$ cat config.mk
export PLATFORM = sky130hd
export DESIGN_NAME = lin_can_frame_queue_status
export DESIGN_NICKNAME = d
export VERILOG_FILES = /design/src/verilog/lin_can_frame_queue_status.v /design/src/verilog/queue_mem.v
export VERILOG_INCLUDE_DIRS = /design/src /design/src/verilog
export SDC_FILE = /design/constraint.sdc
export NUM_CORES = 1
export LEC_CHECK = 0
export BUFFER_PORTS_ARGS = -buffer_cell sky130_fd_sc_hd__buf_4
export CORE_ASPECT_RATIO = 0.6
export CORE_MARGIN = 4
export CORE_UTILIZATION = 57
export CTS_BUF_LIST = sky130_fd_sc_hd__clkbuf_16
export CTS_CLUSTER_DIAMETER = 40
export DETAILED_ROUTE_END_ITERATION = 16
export PLACE_DENSITY = 0.76
export SLEW_MARGIN = 15
export SYNTH_ARGS = -nofsm -noshare
export SYNTH_HDL_FRONTEND = slang
export SYNTH_SLANG_ARGS = --single-unit
$ cat constraint.sdc
create_clock -name mclk -period 6.48 [get_ports mclk]
set_input_delay 1.944 -clock mclk [delete_from_list [all_inputs] [get_ports mclk]]
set_output_delay 1.944 -clock mclk [all_outputs]
set_load 0.1 [all_outputs]
$ cat src/verilog/lin_can_consts.vh
// Constants for the frame queue and status block
`ifndef LIN_CAN_CONSTS_VH
`define LIN_CAN_CONSTS_VH

// Queue item layout: kind, identifier, payload
`define ITEM_W 32
`define KIND_HI 31
`define KIND_LO 28
`define ID_HI 27
`define ID_LO 16
`define PAY_HI 15
`define PAY_LO 0

// Item kinds
`define KIND_NONE 4'h0
`define KIND_HEADER 4'h1
`define KIND_FULL 4'h2
`define KIND_BUS_ERR 4'h3
`define KIND_INACTIVE 4'h4
`define KIND_SLEEP_REQ 4'h5
`define KIND_TRIG_EVT 4'h6
`define KIND_DATA 4'h7
`define KIND_REMOTE 4'h8

// Queue storage
`define QDEPTH 4'h8
`define QAW 3
`define QCW 4

// Remote frame modes
`define RMODE_OFF 2'h0
`define RMODE_PERIODIC 2'h1
`define RMODE_TRIGGER 2'h2
`define RMODE_ON_WRITE 2'h3

// Timing
`define CLK_KHZ 200000
`define INACT_TIME_MS 4000
`define INACT_CYCLES (`INACT_TIME_MS * `CLK_KHZ)
`define REMOTE_PERIOD_MS 10
`define REMOTE_CYCLES (`REMOTE_PERIOD_MS * `CLK_KHZ)

`endif

$ cat src/verilog/lin_can_frame_queue_status.v
// Frame read and write queues with status flags for a LIN/CAN interface
`timescale 1ns/1ps
`include "lin_can_consts.vh"

module lin_can_frame_queue_status #(
  parameter [31:0] INACT_CYCLES = `INACT_CYCLES,
  parameter [31:0] REMOTE_CYCLES = `REMOTE_CYCLES
) (
  // Clock and reset
  input wire mclk,
  input wire rstn,
  // Configuration; only the two queue depths are latched at communication start
  input wire comm_start,
  input wire [`QCW-1:0] rd_depth_cfg,
  input wire [`QCW-1:0] wr_depth_cfg,
  input wire [`QCW-1:0] notify_threshold_length,
  input wire log_bus_errors,
  input wire trig_log_en,
  input wire trig_out_en,
  input wire trig_tx_en,
  input wire auto_answer_en,
  input wire [1:0] remote_mode,
  input wire [11:0] obj_id,
  input wire [15:0] obj_data,
  input wire sleep_attr,
  input wire wakeup_cmd,
  // Host write side
  input wire wr_valid,
  input wire [`ITEM_W-1:0] wr_item,
  output reg write_overflow_error,
  // Host read side
  input wire rd_req,
  output wire [`ITEM_W-1:0] rd_item,
  output reg rd_valid,
  output reg stale_data_warning,
  output reg read_overflow,
  // State flags
  output wire read_available_state,
  output wire multi_read_threshold_state,
  output reg write_done_state,
  output wire sleeping,
  // Bus engine, receive side
  input wire rx_valid,
  input wire [3:0] rx_kind,
  input wire [11:0] rx_id,
  input wire [15:0] rx_data,
  input wire rx_error,
  input wire bus_activity,
  input wire break_sync,
  // Bus engine, transmit side
  output wire tx_valid,
  output wire [`ITEM_W-1:0] tx_item,
  input wire tx_ready,
  input wire tx_done,
  output reg wakeup_req,
  // Trigger lines
  input wire trigger_line,
  output reg trigger_line_out
);

  localparam [2:0] ST_AWAKE = 3'b001;
  localparam [2:0] ST_SLEEP = 3'b010;
  localparam [2:0] ST_DEAF = 3'b100;

  reg running_reg;
  reg [`QCW-1:0] rq_len_reg, wq_len_reg;
  reg [`QAW-1:0] rq_wp_reg, rq_rp_reg, wq_wp_reg, wq_rp_reg;
  reg [`QCW-1:0] rq_cnt_reg, wq_cnt_reg;
  reg [2:0] state_reg, state_next;
  reg [31:0] idle_cnt_reg;
  reg idle_fired_reg;
  reg [31:0] rem_cnt_reg;
  reg [15:0] stamp_reg;
  reg trig_d_reg;
  reg trig_pend_reg, inact_pend_reg, obj_pend_reg, rem_pend_reg;
  reg fetch_reg;
  reg [`ITEM_W-1:0] buf0_reg, buf1_reg;
  reg [1:0] buf_cnt_reg;
  reg sleep_d_reg;

  wire [`ITEM_W-1:0] wq_rdata;
  reg rq_we;
  reg [`ITEM_W-1:0] rq_wdata;
  reg [`ITEM_W-1:0] obj_item;
  reg rx_log;

  // Pointer advance, wrapping at the configured length
  function [`QAW-1:0] ptr_inc;
    input [`QAW-1:0] p;
    input [`QCW-1:0] len;
    begin
      if (len <= 4'h1) begin
        ptr_inc = {`QAW{1'b0}};
      end else if ({1'b0, p} == len - 4'h1) begin
        ptr_inc = {`QAW{1'b0}};
      end else begin
        ptr_inc = p + 3'h1;
      end
    end
  endfunction

  // Full only for a real queue; a zero-length one never refuses
  function q_full;
    input [`QCW-1:0] cnt;
    input [`QCW-1:0] len;
    begin
      q_full = (len != 4'h0) && (cnt >= len);
    end
  endfunction

  function [`ITEM_W-1:0] mk_item;
    input [3:0] kind;
    input [11:0] id;
    input [15:0] pay;
    begin
      mk_item = {kind, id, pay};
    end
  endfunction

  wire trig_rise = trigger_line & ~trig_d_reg;
  wire listening = running_reg && (state_reg == ST_AWAKE);
  wire rx_ok = rx_valid && listening;
  wire id_match = rx_ok && (rx_id == obj_id);
  wire rd_pop = rd_req && running_reg && (rq_cnt_reg != 4'h0);
  wire wq_push = wr_valid && running_reg && !q_full(wq_cnt_reg, wq_len_reg);
  wire wq_pop = running_reg && (state_reg == ST_AWAKE) && (wq_cnt_reg != 4'h0) &&
                (buf_cnt_reg == 2'h0) && !fetch_reg && !obj_pend_reg && !rem_pend_reg;
  wire obj_push = (obj_pend_reg || rem_pend_reg) && !fetch_reg && (buf_cnt_reg != 2'h2);
  wire buf_in = fetch_reg || obj_push;
  wire buf_out = tx_valid && tx_ready;

  assign read_available_state = rq_cnt_reg != 4'h0;
  assign multi_read_threshold_state = rq_cnt_reg > notify_threshold_length;
  assign sleeping = state_reg == ST_SLEEP;
  assign tx_valid = buf_cnt_reg != 2'h0;
  assign tx_item = buf0_reg;

  // Read queue source select; received frames win, others wait as pending
  always @* begin
    rq_we = 1'b0;
    rq_wdata = {`ITEM_W{1'b0}};
    rx_log = 1'b0;
    if (rx_ok) begin
      if (rx_error) begin
        rx_log = log_bus_errors;
        rq_wdata = mk_item(`KIND_BUS_ERR, rx_id, rx_data);
      end else if (rx_kind == `KIND_SLEEP_REQ) begin
        rx_log = 1'b1;
        rq_wdata = mk_item(`KIND_FULL, rx_id, rx_data);
      end else begin
        rx_log = 1'b1;
        rq_wdata = mk_item(rx_kind, rx_id, rx_data);
      end
      rq_we = rx_log;
    end else if (inact_pend_reg) begin
      rq_we = 1'b1;
      rq_wdata = mk_item(`KIND_INACTIVE, 12'h000, 16'h0000);
    end else if (trig_pend_reg) begin
      rq_we = 1'b1;
      rq_wdata = mk_item(`KIND_TRIG_EVT, 12'h000, stamp_reg);
    end
  end

  always @* begin
    if (rem_pend_reg) begin
      obj_item = mk_item(`KIND_REMOTE, obj_id, 16'h0000);
    end else begin
      obj_item = mk_item(`KIND_DATA, obj_id, obj_data);
    end
  end

  wire rq_full = q_full(rq_cnt_reg, rq_len_reg);
  wire rq_store = rq_we && running_reg && !rq_full;

  queue_mem rq_mem (
    .mclk(mclk),
    .rstn(rstn),
    .we(rq_store),
    .waddr(rq_wp_reg),
    .wdata(rq_wdata),
    .re(rd_pop),
    .raddr(rq_rp_reg),
    .rdata(rd_item)
  );

  queue_mem wq_mem (
    .mclk(mclk),
    .rstn(rstn),
    .we(wq_push),
    .waddr(wq_wp_reg),
    .wdata(wr_item),
    .re(wq_pop),
    .raddr(wq_rp_reg),
    .rdata(wq_rdata)
  );

  // Link state
  always @* begin
    state_next = state_reg;
    case (state_reg)
      ST_AWAKE: begin
        if (sleep_attr && !sleep_d_reg) begin
          state_next = ST_SLEEP;
        end else if (idle_fired_reg) begin
          state_next = ST_DEAF;
        end
      end
      ST_SLEEP: begin
        // own wakeup or bus wakes us
        if (wakeup_cmd || bus_activity) begin
          state_next = ST_AWAKE;
        end
      end
      ST_DEAF: begin
        if (break_sync) begin
          state_next = ST_AWAKE;
        end else if (sleep_attr && !sleep_d_reg) begin
          state_next = ST_SLEEP;
        end
      end
      default: state_next = ST_AWAKE;
    endcase
  end

  always @(posedge mclk or negedge rstn) begin
    if (!rstn) begin
      running_reg <= 1'b0;
      rq_len_reg <= 4'h0;
      wq_len_reg <= 4'h0;
      state_reg <= ST_AWAKE;
      sleep_d_reg <= 1'b0;
      trig_d_reg <= 1'b0;
      stamp_reg <= 16'h0000;
      wakeup_req <= 1'b0;
      trigger_line_out <= 1'b0;
    end else begin
      stamp_reg <= stamp_reg + 16'h0001;
      trig_d_reg <= trigger_line;
      sleep_d_reg <= sleep_attr;
      wakeup_req <= (state_reg == ST_SLEEP) && wakeup_cmd;
      trigger_line_out <= trig_out_en && id_match && !rx_error;
      if (comm_start) begin
        running_reg <= 1'b1;
        // independent depths, fixed from here on
        rq_len_reg <= (rd_depth_cfg > `QDEPTH) ? `QDEPTH : rd_depth_cfg;
        wq_len_reg <= (wr_depth_cfg > `QDEPTH) ? `QDEPTH : wr_depth_cfg;
        state_reg <= ST_AWAKE;
      end else begin
        state_reg <= state_next;
      end
    end
  end

  // Inactivity timer, fires once per silence
  always @(posedge mclk or negedge rstn) begin
    if (!rstn) begin
      idle_cnt_reg <= 32'h0000_0000;
      idle_fired_reg <= 1'b0;
      inact_pend_reg <= 1'b0;
    end else begin
      idle_fired_reg <= 1'b0;
      if (!running_reg || bus_activity || rx_valid || break_sync || comm_start) begin
        idle_cnt_reg <= 32'h0000_0000;
      end else if (idle_cnt_reg < INACT_CYCLES) begin
        idle_cnt_reg <= idle_cnt_reg + 32'h0000_0001;
        // bus inactive entry, master or slave alike
        if (idle_cnt_reg == INACT_CYCLES - 32'h0000_0001) begin
          idle_fired_reg <= 1'b1;
        end
      end
      if (idle_fired_reg) begin
        inact_pend_reg <= 1'b1;
      end else if (!rx_ok) begin
        inact_pend_reg <= 1'b0;
      end
    end
  end

  // Object requests: trigger log, triggered send, remote, auto answer
  always @(posedge mclk or negedge rstn) begin
    if (!rstn) begin
      trig_pend_reg <= 1'b0;
      obj_pend_reg <= 1'b0;
      rem_pend_reg <= 1'b0;
      rem_cnt_reg <= 32'h0000_0000;
    end else begin
      // timestamped trigger entry, kept until it gets its turn at the read queue, then dropped if the queue is full
      if (running_reg && trig_log_en && trig_rise) begin
        trig_pend_reg <= 1'b1;
      end else if (!rx_ok && !inact_pend_reg) begin
        trig_pend_reg <= 1'b0;
      end
      // triggered send; answer a matching remote frame
      if (running_reg && ((trig_tx_en && trig_rise) ||
          (auto_answer_en && id_match && !rx_error && rx_kind == `KIND_REMOTE))) begin
        obj_pend_reg <= 1'b1;
      end else if (obj_push && !rem_pend_reg) begin
        obj_pend_reg <= 1'b0;
      end
      if (remote_mode == `RMODE_PERIODIC && running_reg) begin
        if (rem_cnt_reg >= REMOTE_CYCLES - 32'h0000_0001) begin
          rem_cnt_reg <= 32'h0000_0000;
        end else begin
          rem_cnt_reg <= rem_cnt_reg + 32'h0000_0001;
        end
      end else begin
        rem_cnt_reg <= 32'h0000_0000;
      end
      if (running_reg &&
          ((remote_mode == `RMODE_PERIODIC && rem_cnt_reg >= REMOTE_CYCLES - 32'h0000_0001) ||
           (remote_mode == `RMODE_TRIGGER && trig_rise) ||
           (remote_mode == `RMODE_ON_WRITE && wr_valid))) begin
        rem_pend_reg <= 1'b1;
      end else if (obj_push) begin
        rem_pend_reg <= 1'b0;
      end
    end
  end

  // Read queue pointers and read answer
  always @(posedge mclk or negedge rstn) begin
    if (!rstn) begin
      rq_wp_reg <= 3'h0;
      rq_rp_reg <= 3'h0;
      rq_cnt_reg <= 4'h0;
      rd_valid <= 1'b0;
      stale_data_warning <= 1'b0;
      read_overflow <= 1'b0;
    end else if (comm_start) begin
      rq_wp_reg <= 3'h0;
      rq_rp_reg <= 3'h0;
      rq_cnt_reg <= 4'h0;
      rd_valid <= 1'b0;
      stale_data_warning <= 1'b0;
      read_overflow <= 1'b0;
    end else begin
      rd_valid <= rd_req;
      // empty read repeats last item, flagged stale
      stale_data_warning <= rd_req && !rd_pop;
      // arrival into a full read queue is dropped
      read_overflow <= rq_we && running_reg && rq_full;
      if (rq_len_reg == 4'h0) begin
        // single slot overwrite, read_overflow never set
        if (rq_store) begin
          rq_cnt_reg <= 4'h1;
        end else if (rd_pop) begin
          rq_cnt_reg <= 4'h0;
        end
      end else begin
        // arrival order; a load raises the count unless a read pops in the same cycle
        if (rq_store) begin
          rq_wp_reg <= ptr_inc(rq_wp_reg, rq_len_reg);
        end
        if (rd_pop) begin
          rq_rp_reg <= ptr_inc(rq_rp_reg, rq_len_reg);
        end
        if (rq_store && !rd_pop) begin
          rq_cnt_reg <= rq_cnt_reg + 4'h1;
        end else if (rd_pop && !rq_store) begin
          rq_cnt_reg <= rq_cnt_reg - 4'h1;
        end
      end
    end
  end

  // Write queue, fetch stage and write done
  always @(posedge mclk or negedge rstn) begin
    if (!rstn) begin
      wq_wp_reg <= 3'h0;
      wq_rp_reg <= 3'h0;
      wq_cnt_reg <= 4'h0;
      fetch_reg <= 1'b0;
      write_overflow_error <= 1'b0;
      write_done_state <= 1'b1;
    end else if (comm_start) begin
      wq_wp_reg <= 3'h0;
      wq_rp_reg <= 3'h0;
      wq_cnt_reg <= 4'h0;
      fetch_reg <= 1'b0;
      write_overflow_error <= 1'b0;
      write_done_state <= 1'b1;
    end else begin
      fetch_reg <= wq_pop;
      write_overflow_error <= wr_valid && running_reg && q_full(wq_cnt_reg, wq_len_reg);
      if (wq_len_reg == 4'h0) begin
        // newest item replaces the held one
        if (wq_push) begin
          wq_cnt_reg <= 4'h1;
        end else if (wq_pop) begin
          wq_cnt_reg <= 4'h0;
        end
      end else begin
        // one at a time, first in first out
        if (wq_push) begin
          wq_wp_reg <= ptr_inc(wq_wp_reg, wq_len_reg);
        end
        if (wq_pop) begin
          wq_rp_reg <= ptr_inc(wq_rp_reg, wq_len_reg);
        end
        if (wq_push && !wq_pop) begin
          wq_cnt_reg <= wq_cnt_reg + 4'h1;
        end else if (wq_pop && !wq_push) begin
          wq_cnt_reg <= wq_cnt_reg - 4'h1;
        end
      end
      // set on last successful send, cleared by a new write
      if (wq_push) begin
        write_done_state <= 1'b0;
      end else if (tx_done && wq_cnt_reg == 4'h0 && !fetch_reg &&
                   buf_cnt_reg == 2'h0) begin
        write_done_state <= 1'b1;
      end
    end
  end

  // Two-entry transmit buffer; a stalled engine holds items, none lost
  always @(posedge mclk or negedge rstn) begin
    if (!rstn) begin
      buf0_reg <= {`ITEM_W{1'b0}};
      buf1_reg <= {`ITEM_W{1'b0}};
      buf_cnt_reg <= 2'h0;
    end else if (comm_start) begin
      buf_cnt_reg <= 2'h0;
    end else begin
      // host header items go out to the engine as queued
      case ({buf_in, buf_out})
        2'b10: begin
          if (buf_cnt_reg == 2'h0) begin
            buf0_reg <= fetch_reg ? wq_rdata : obj_item;
          end else begin
            buf1_reg <= fetch_reg ? wq_rdata : obj_item;
          end
          buf_cnt_reg <= buf_cnt_reg + 2'h1;
        end
        2'b01: begin
          buf0_reg <= buf1_reg;
          buf_cnt_reg <= buf_cnt_reg - 2'h1;
        end
        2'b11: begin
          if (buf_cnt_reg == 2'h1) begin
            buf0_reg <= fetch_reg ? wq_rdata : obj_item;
          end else begin
            buf0_reg <= buf1_reg;
            buf1_reg <= fetch_reg ? wq_rdata : obj_item;
          end
        end
        default: begin
          buf_cnt_reg <= buf_cnt_reg;
        end
      endcase
    end
  end

endmodule

$ cat src/verilog/queue_mem.v
// Small queue storage with registered read data
`timescale 1ns/1ps
`include "lin_can_consts.vh"

module queue_mem (
  // Clock and reset
  input wire mclk,
  input wire rstn,
  // Write port
  input wire we,
  input wire [`QAW-1:0] waddr,
  input wire [`ITEM_W-1:0] wdata,
  // Read port
  input wire re,
  input wire [`QAW-1:0] raddr,
  output reg [`ITEM_W-1:0] rdata
);

  reg [`ITEM_W-1:0] mem [0:`QDEPTH-1];

  always @(posedge mclk) begin
    if (we) begin
      mem[waddr] <= wdata;
    end
  end

  // Read data only moves on a read, so an empty read repeats the last item
  always @(posedge mclk or negedge rstn) begin
    if (!rstn) begin
      rdata <= {`ITEM_W{1'b0}};
    end else if (re) begin
      rdata <= mem[raddr];
    end
  end

endmodule
==> summary.md <==
| Metric | Value |
|---|---|
| Outcome | `completed` |
| Final-report max-slew violation count | `0` |
| Average detailed-routed wire length per instance | `between 20 and 25 um` |
| Overall Power | `roughly 15 mW` |
| Kind of end point of the critical path | `output port` |
| Clk root buf | `sky130_fd_sc_hd__clkbuf_16` |
| Number of synthesized flops with an enable pin | `slightly above 500` |
| Starting Density | `0.580` |
| Top-level I/O count | `200` |
| Startpoint of the worst register-to-register path | `rq_cnt_reg[0]$_DFFE_PN0P_` |
| Antenna violations before repair | `5` |
| Antenna-violating nets left | `0` |
| Vias in the first global route | `between 15,000 and 20,000` |
| Finish-stage setup viols | `0` |
| Number of buffers added by the clock tree synthesis step | `76` |
| Post-CTS setup-driven buffer insertion count | `0` |
| Total die area | `slightly below 0.06 sq mm` |
| Achievable clock frequency | `~190 MHz` |
| Design area | `around 0.036 sq mm` |
| Drc violations | `0` |
| Final standard cell utilization of the core | `0.666` |
| Depth of the worst register-to-register path | `9` |
| Clock tree skew after final layout | `approximately 0.018 ns` |
| Worst hold slack across all endpoints | `a little under 0.5 ns` |
| Detailed placer's ending HPWL | `roughly 46,000 um` |
| Worst-margin pin slew | `~1.2 ns` |
| Placer congestion estimate | `0.918` |
| Crit Path Max Fanout | `2` |
| Number of non-filler instances in the completed layout | `3,051` |
| Unrepaired setup endpoints after global routing | `no` |
| Aggregate global routing overflow | `0` |
| H-tree Lvls | `3` |
| Worst slew slack as a fraction of its limit | `0.222` |
| Class of the worst hold path | `reg -> reg` |
| Final critical-path share of the clock period | `0.794` |
| Synth Instances | `approximately 2,100` |
| Buffer depth of the longest clock path | `3` |
| Critical setup path kind | `in -> out` |
| Least setup slack across all paths after layout | `about 1.3 ns` |
| Placed Cells incl. Taps | `2,910` |
| Registers with the highest flip-flop counts | `rq_mem.mem: 256 flops, wq_mem.mem: 256 flops` |
| Worst EP arrival | `~3.2 ns` |
| Shortest period the worst path allows | `a little over 5 ns` |
| Layout cells sized above 1 | `0.217` |
| Seq cells post-synth | `769` |
| Netlist cell types | `70` |
| Max-Cap Viols | `0` |
| Global-route wire length before repair | `about 110,000 um` |
| Clock-pin slew on the worst setup and hold paths | `0.06 ns` |
| Start point of the worst min-delay path | `buf1_reg[24]$_DFFE_PN0P_` |
| Avg Cell Area, Syn | `around 15 sq um` |
| Total negative setup slack | `0 ns` |
| Total detailed-routing wirelength | `a little over 70,000 um` |
| Number of iterations in the first detailed-routing pass | `5` |
| Total global-route track usage | `0.245` |
| Worst hold stages | `2` |
| Die outline width | `about 310 um` |
| Vertical die dimension | `190 um` |
| Share of flip-flops with an asynchronous set or reset after synthesis | `0.334` |
| Required time at the worst-slack endpoint | `roughly 4.5 ns` |
| Largest net degree at the start of global routing | `around 110` |
| Clk sink count | `between 700 and 800` |
| Drt first-iter violations | `~2,100` |
| Dpl cell area | `approximately 0.034 sq mm` |
| Peak VDD IR | `~0.45 mV` |
| Critical path launch point | `notify_threshold_length[1]` |
| # resized after CTS | `0` |
| Count of vias placed by the detailed router | `between 15,000 and 20,000` |
| Yosys Warn Count | `0` |
| Final hold violation count | `0` |
| PD cells | `a little over 400 mW/mm^2` |
| Type of element launching the critical path | `input port` |
| Total number of nets in the final design | `around 2,400` |
| Sequential cell area fraction in the yosys report | `0.690` |
| Dominant register cell in the synthesized netlist | `sky130_fd_sc_hd__edfxtp_1` |
| Avg Vias per Cell | `6.03` |
| Core Box Area | `roughly 0.055 sq mm` |
| Worst skew pair latency | `0.62 ns` |
| Number of buffer cells added on primary ports | `between 150 and 200` |
| Leakage power summed over all cells | `~13 nW` |
| Netlist Area Pre-Place | `approximately 0.032 sq mm` |
| Clock tree from TritonCTS | `built` |
| Hold buffer count at cts | `0` |
| Area grow syn2layout | `15.0%` |
| Num rows | `66` |
| Worst slack, placed | `1.33 ns` |
==> logic make-up after synthesis <==
kind of cell,count (synthesis),share of synthesized area
compound gates,324,0.0632
xor+xnor,79,0.0219
fa+ha+maj,36,0.0147
buf+inv,140,0.0175
flops,769,0.690
mux,208,0.117
other cells,1,0.000119
simple gates,505,0.0755
==> worst paths after layout <==
check                                                   end  slack [ns]
worst min-delay path               buf1_reg[24]$_DFFE_PN0P_        0.48
worst max register to register  rq_mem.mem[2][25]$_DFFE_PP_        2.87
worst max-delay path             multi_read_threshold_state        1.33
min in group asynchronous          rq_rp_reg[2]$_DFFE_PN0P_        1.32
worst min register to register     buf1_reg[24]$_DFFE_PN0P_        0.48
max in group asynchronous          buf1_reg[20]$_DFFE_PN0P_        3.95
==> power breakdown <==
group | leakage, nW | internal [mW] | switching [mW]
Sequential | 8.01 | 5.95 | 0.403
Clock | 1.21 | 2.28 | 1.85
Combinational | 4.06 | 1.22 | 3.08
==> metal layers <==
| metal | share of wire | wire, um | up-vias | global-route usage |
|---|---|---|---|---|
| li1 | - | - | 8263 | - |
| met1 | 0.44 | 31900 | 9316 | 0.370 |
| met3 | 0.079 | 5670 | 115 | 0.0555 |
| met5 | 0.00021 | 15 | - | 0 |
| met4 | 0.027 | 1920 | 2 | 0.0701 |
| met2 | 0.45 | 32200 | 706 | 0.365 |
==> layout by cell type, fill, tap and decap left out, drive strengths merged, types with 21 or more instances in the layout <==
master,n
nand2,197
o21ai,148
buf,232
mux4,128
a21oi,71
ha,34
edfxtp,512
and2,21
xnor2,49
clkbuf,78
nor2,119
xor2,30
nand3,36
dfrtp,255
inv,66
mux2i,80
==> layout make-up <==
cell class,count,area [sq um]
sequential,769,21800
clock inverter,59,375
timing repair buffer,232,1760
fill,3677,18200
tap,714,893
multi-input combinational,1163,9380
clock buffer,78,1950
antenna,3,7.51
inverter,33,124
==> cell usage after synthesis (all sizes together), types with 6 or more instances <==
library cell	n	share of area
a2111oi	9	0.0045
a211oi	6	0.0014
a21o	9	0.0021
a21oi	71	0.011
a22o	16	0.0044
a22oi	15	0.0036
and2	21	0.0042
and3	11	0.0022
buf	29	0.0043
clkbuf	78	0.0093
dfrtp	255	0.20
edfxtp	512	0.49
ha	34	0.013
inv	33	0.0039
mux2i	80	0.025
mux4	128	0.091
nand2	197	0.023
nand2b	13	0.0026
nand3	36	0.0057
nand4	17	0.0034
nor2	119	0.014
nor2b	6	0.0012
nor3	20	0.0032
nor3b	12	0.0029
nor4	14	0.0028
o211ai	8	0.0019
o21ai	148	0.024
o22ai	8	0.0016
or3	8	0.0016
or4	13	0.0032
xnor2	49	0.014
xor2	30	0.0083
==> critical path, cell delays in order <==
cell and delay [ns]:
sky130_fd_sc_hd__buf_4 0.08, sky130_fd_sc_hd__inv_1 0.03, sky130_fd_sc_hd__ha_1 0.27, sky130_fd_sc_hd__nor2b_1 0.12
sky130_fd_sc_hd__o21ai_0 0.09, sky130_fd_sc_hd__nand2b_1 0.09, sky130_fd_sc_hd__a21oi_1 0.07, sky130_fd_sc_hd__a41oi_1 0.18
sky130_fd_sc_hd__buf_4 0.33
(Power assumes the default switching activity.)
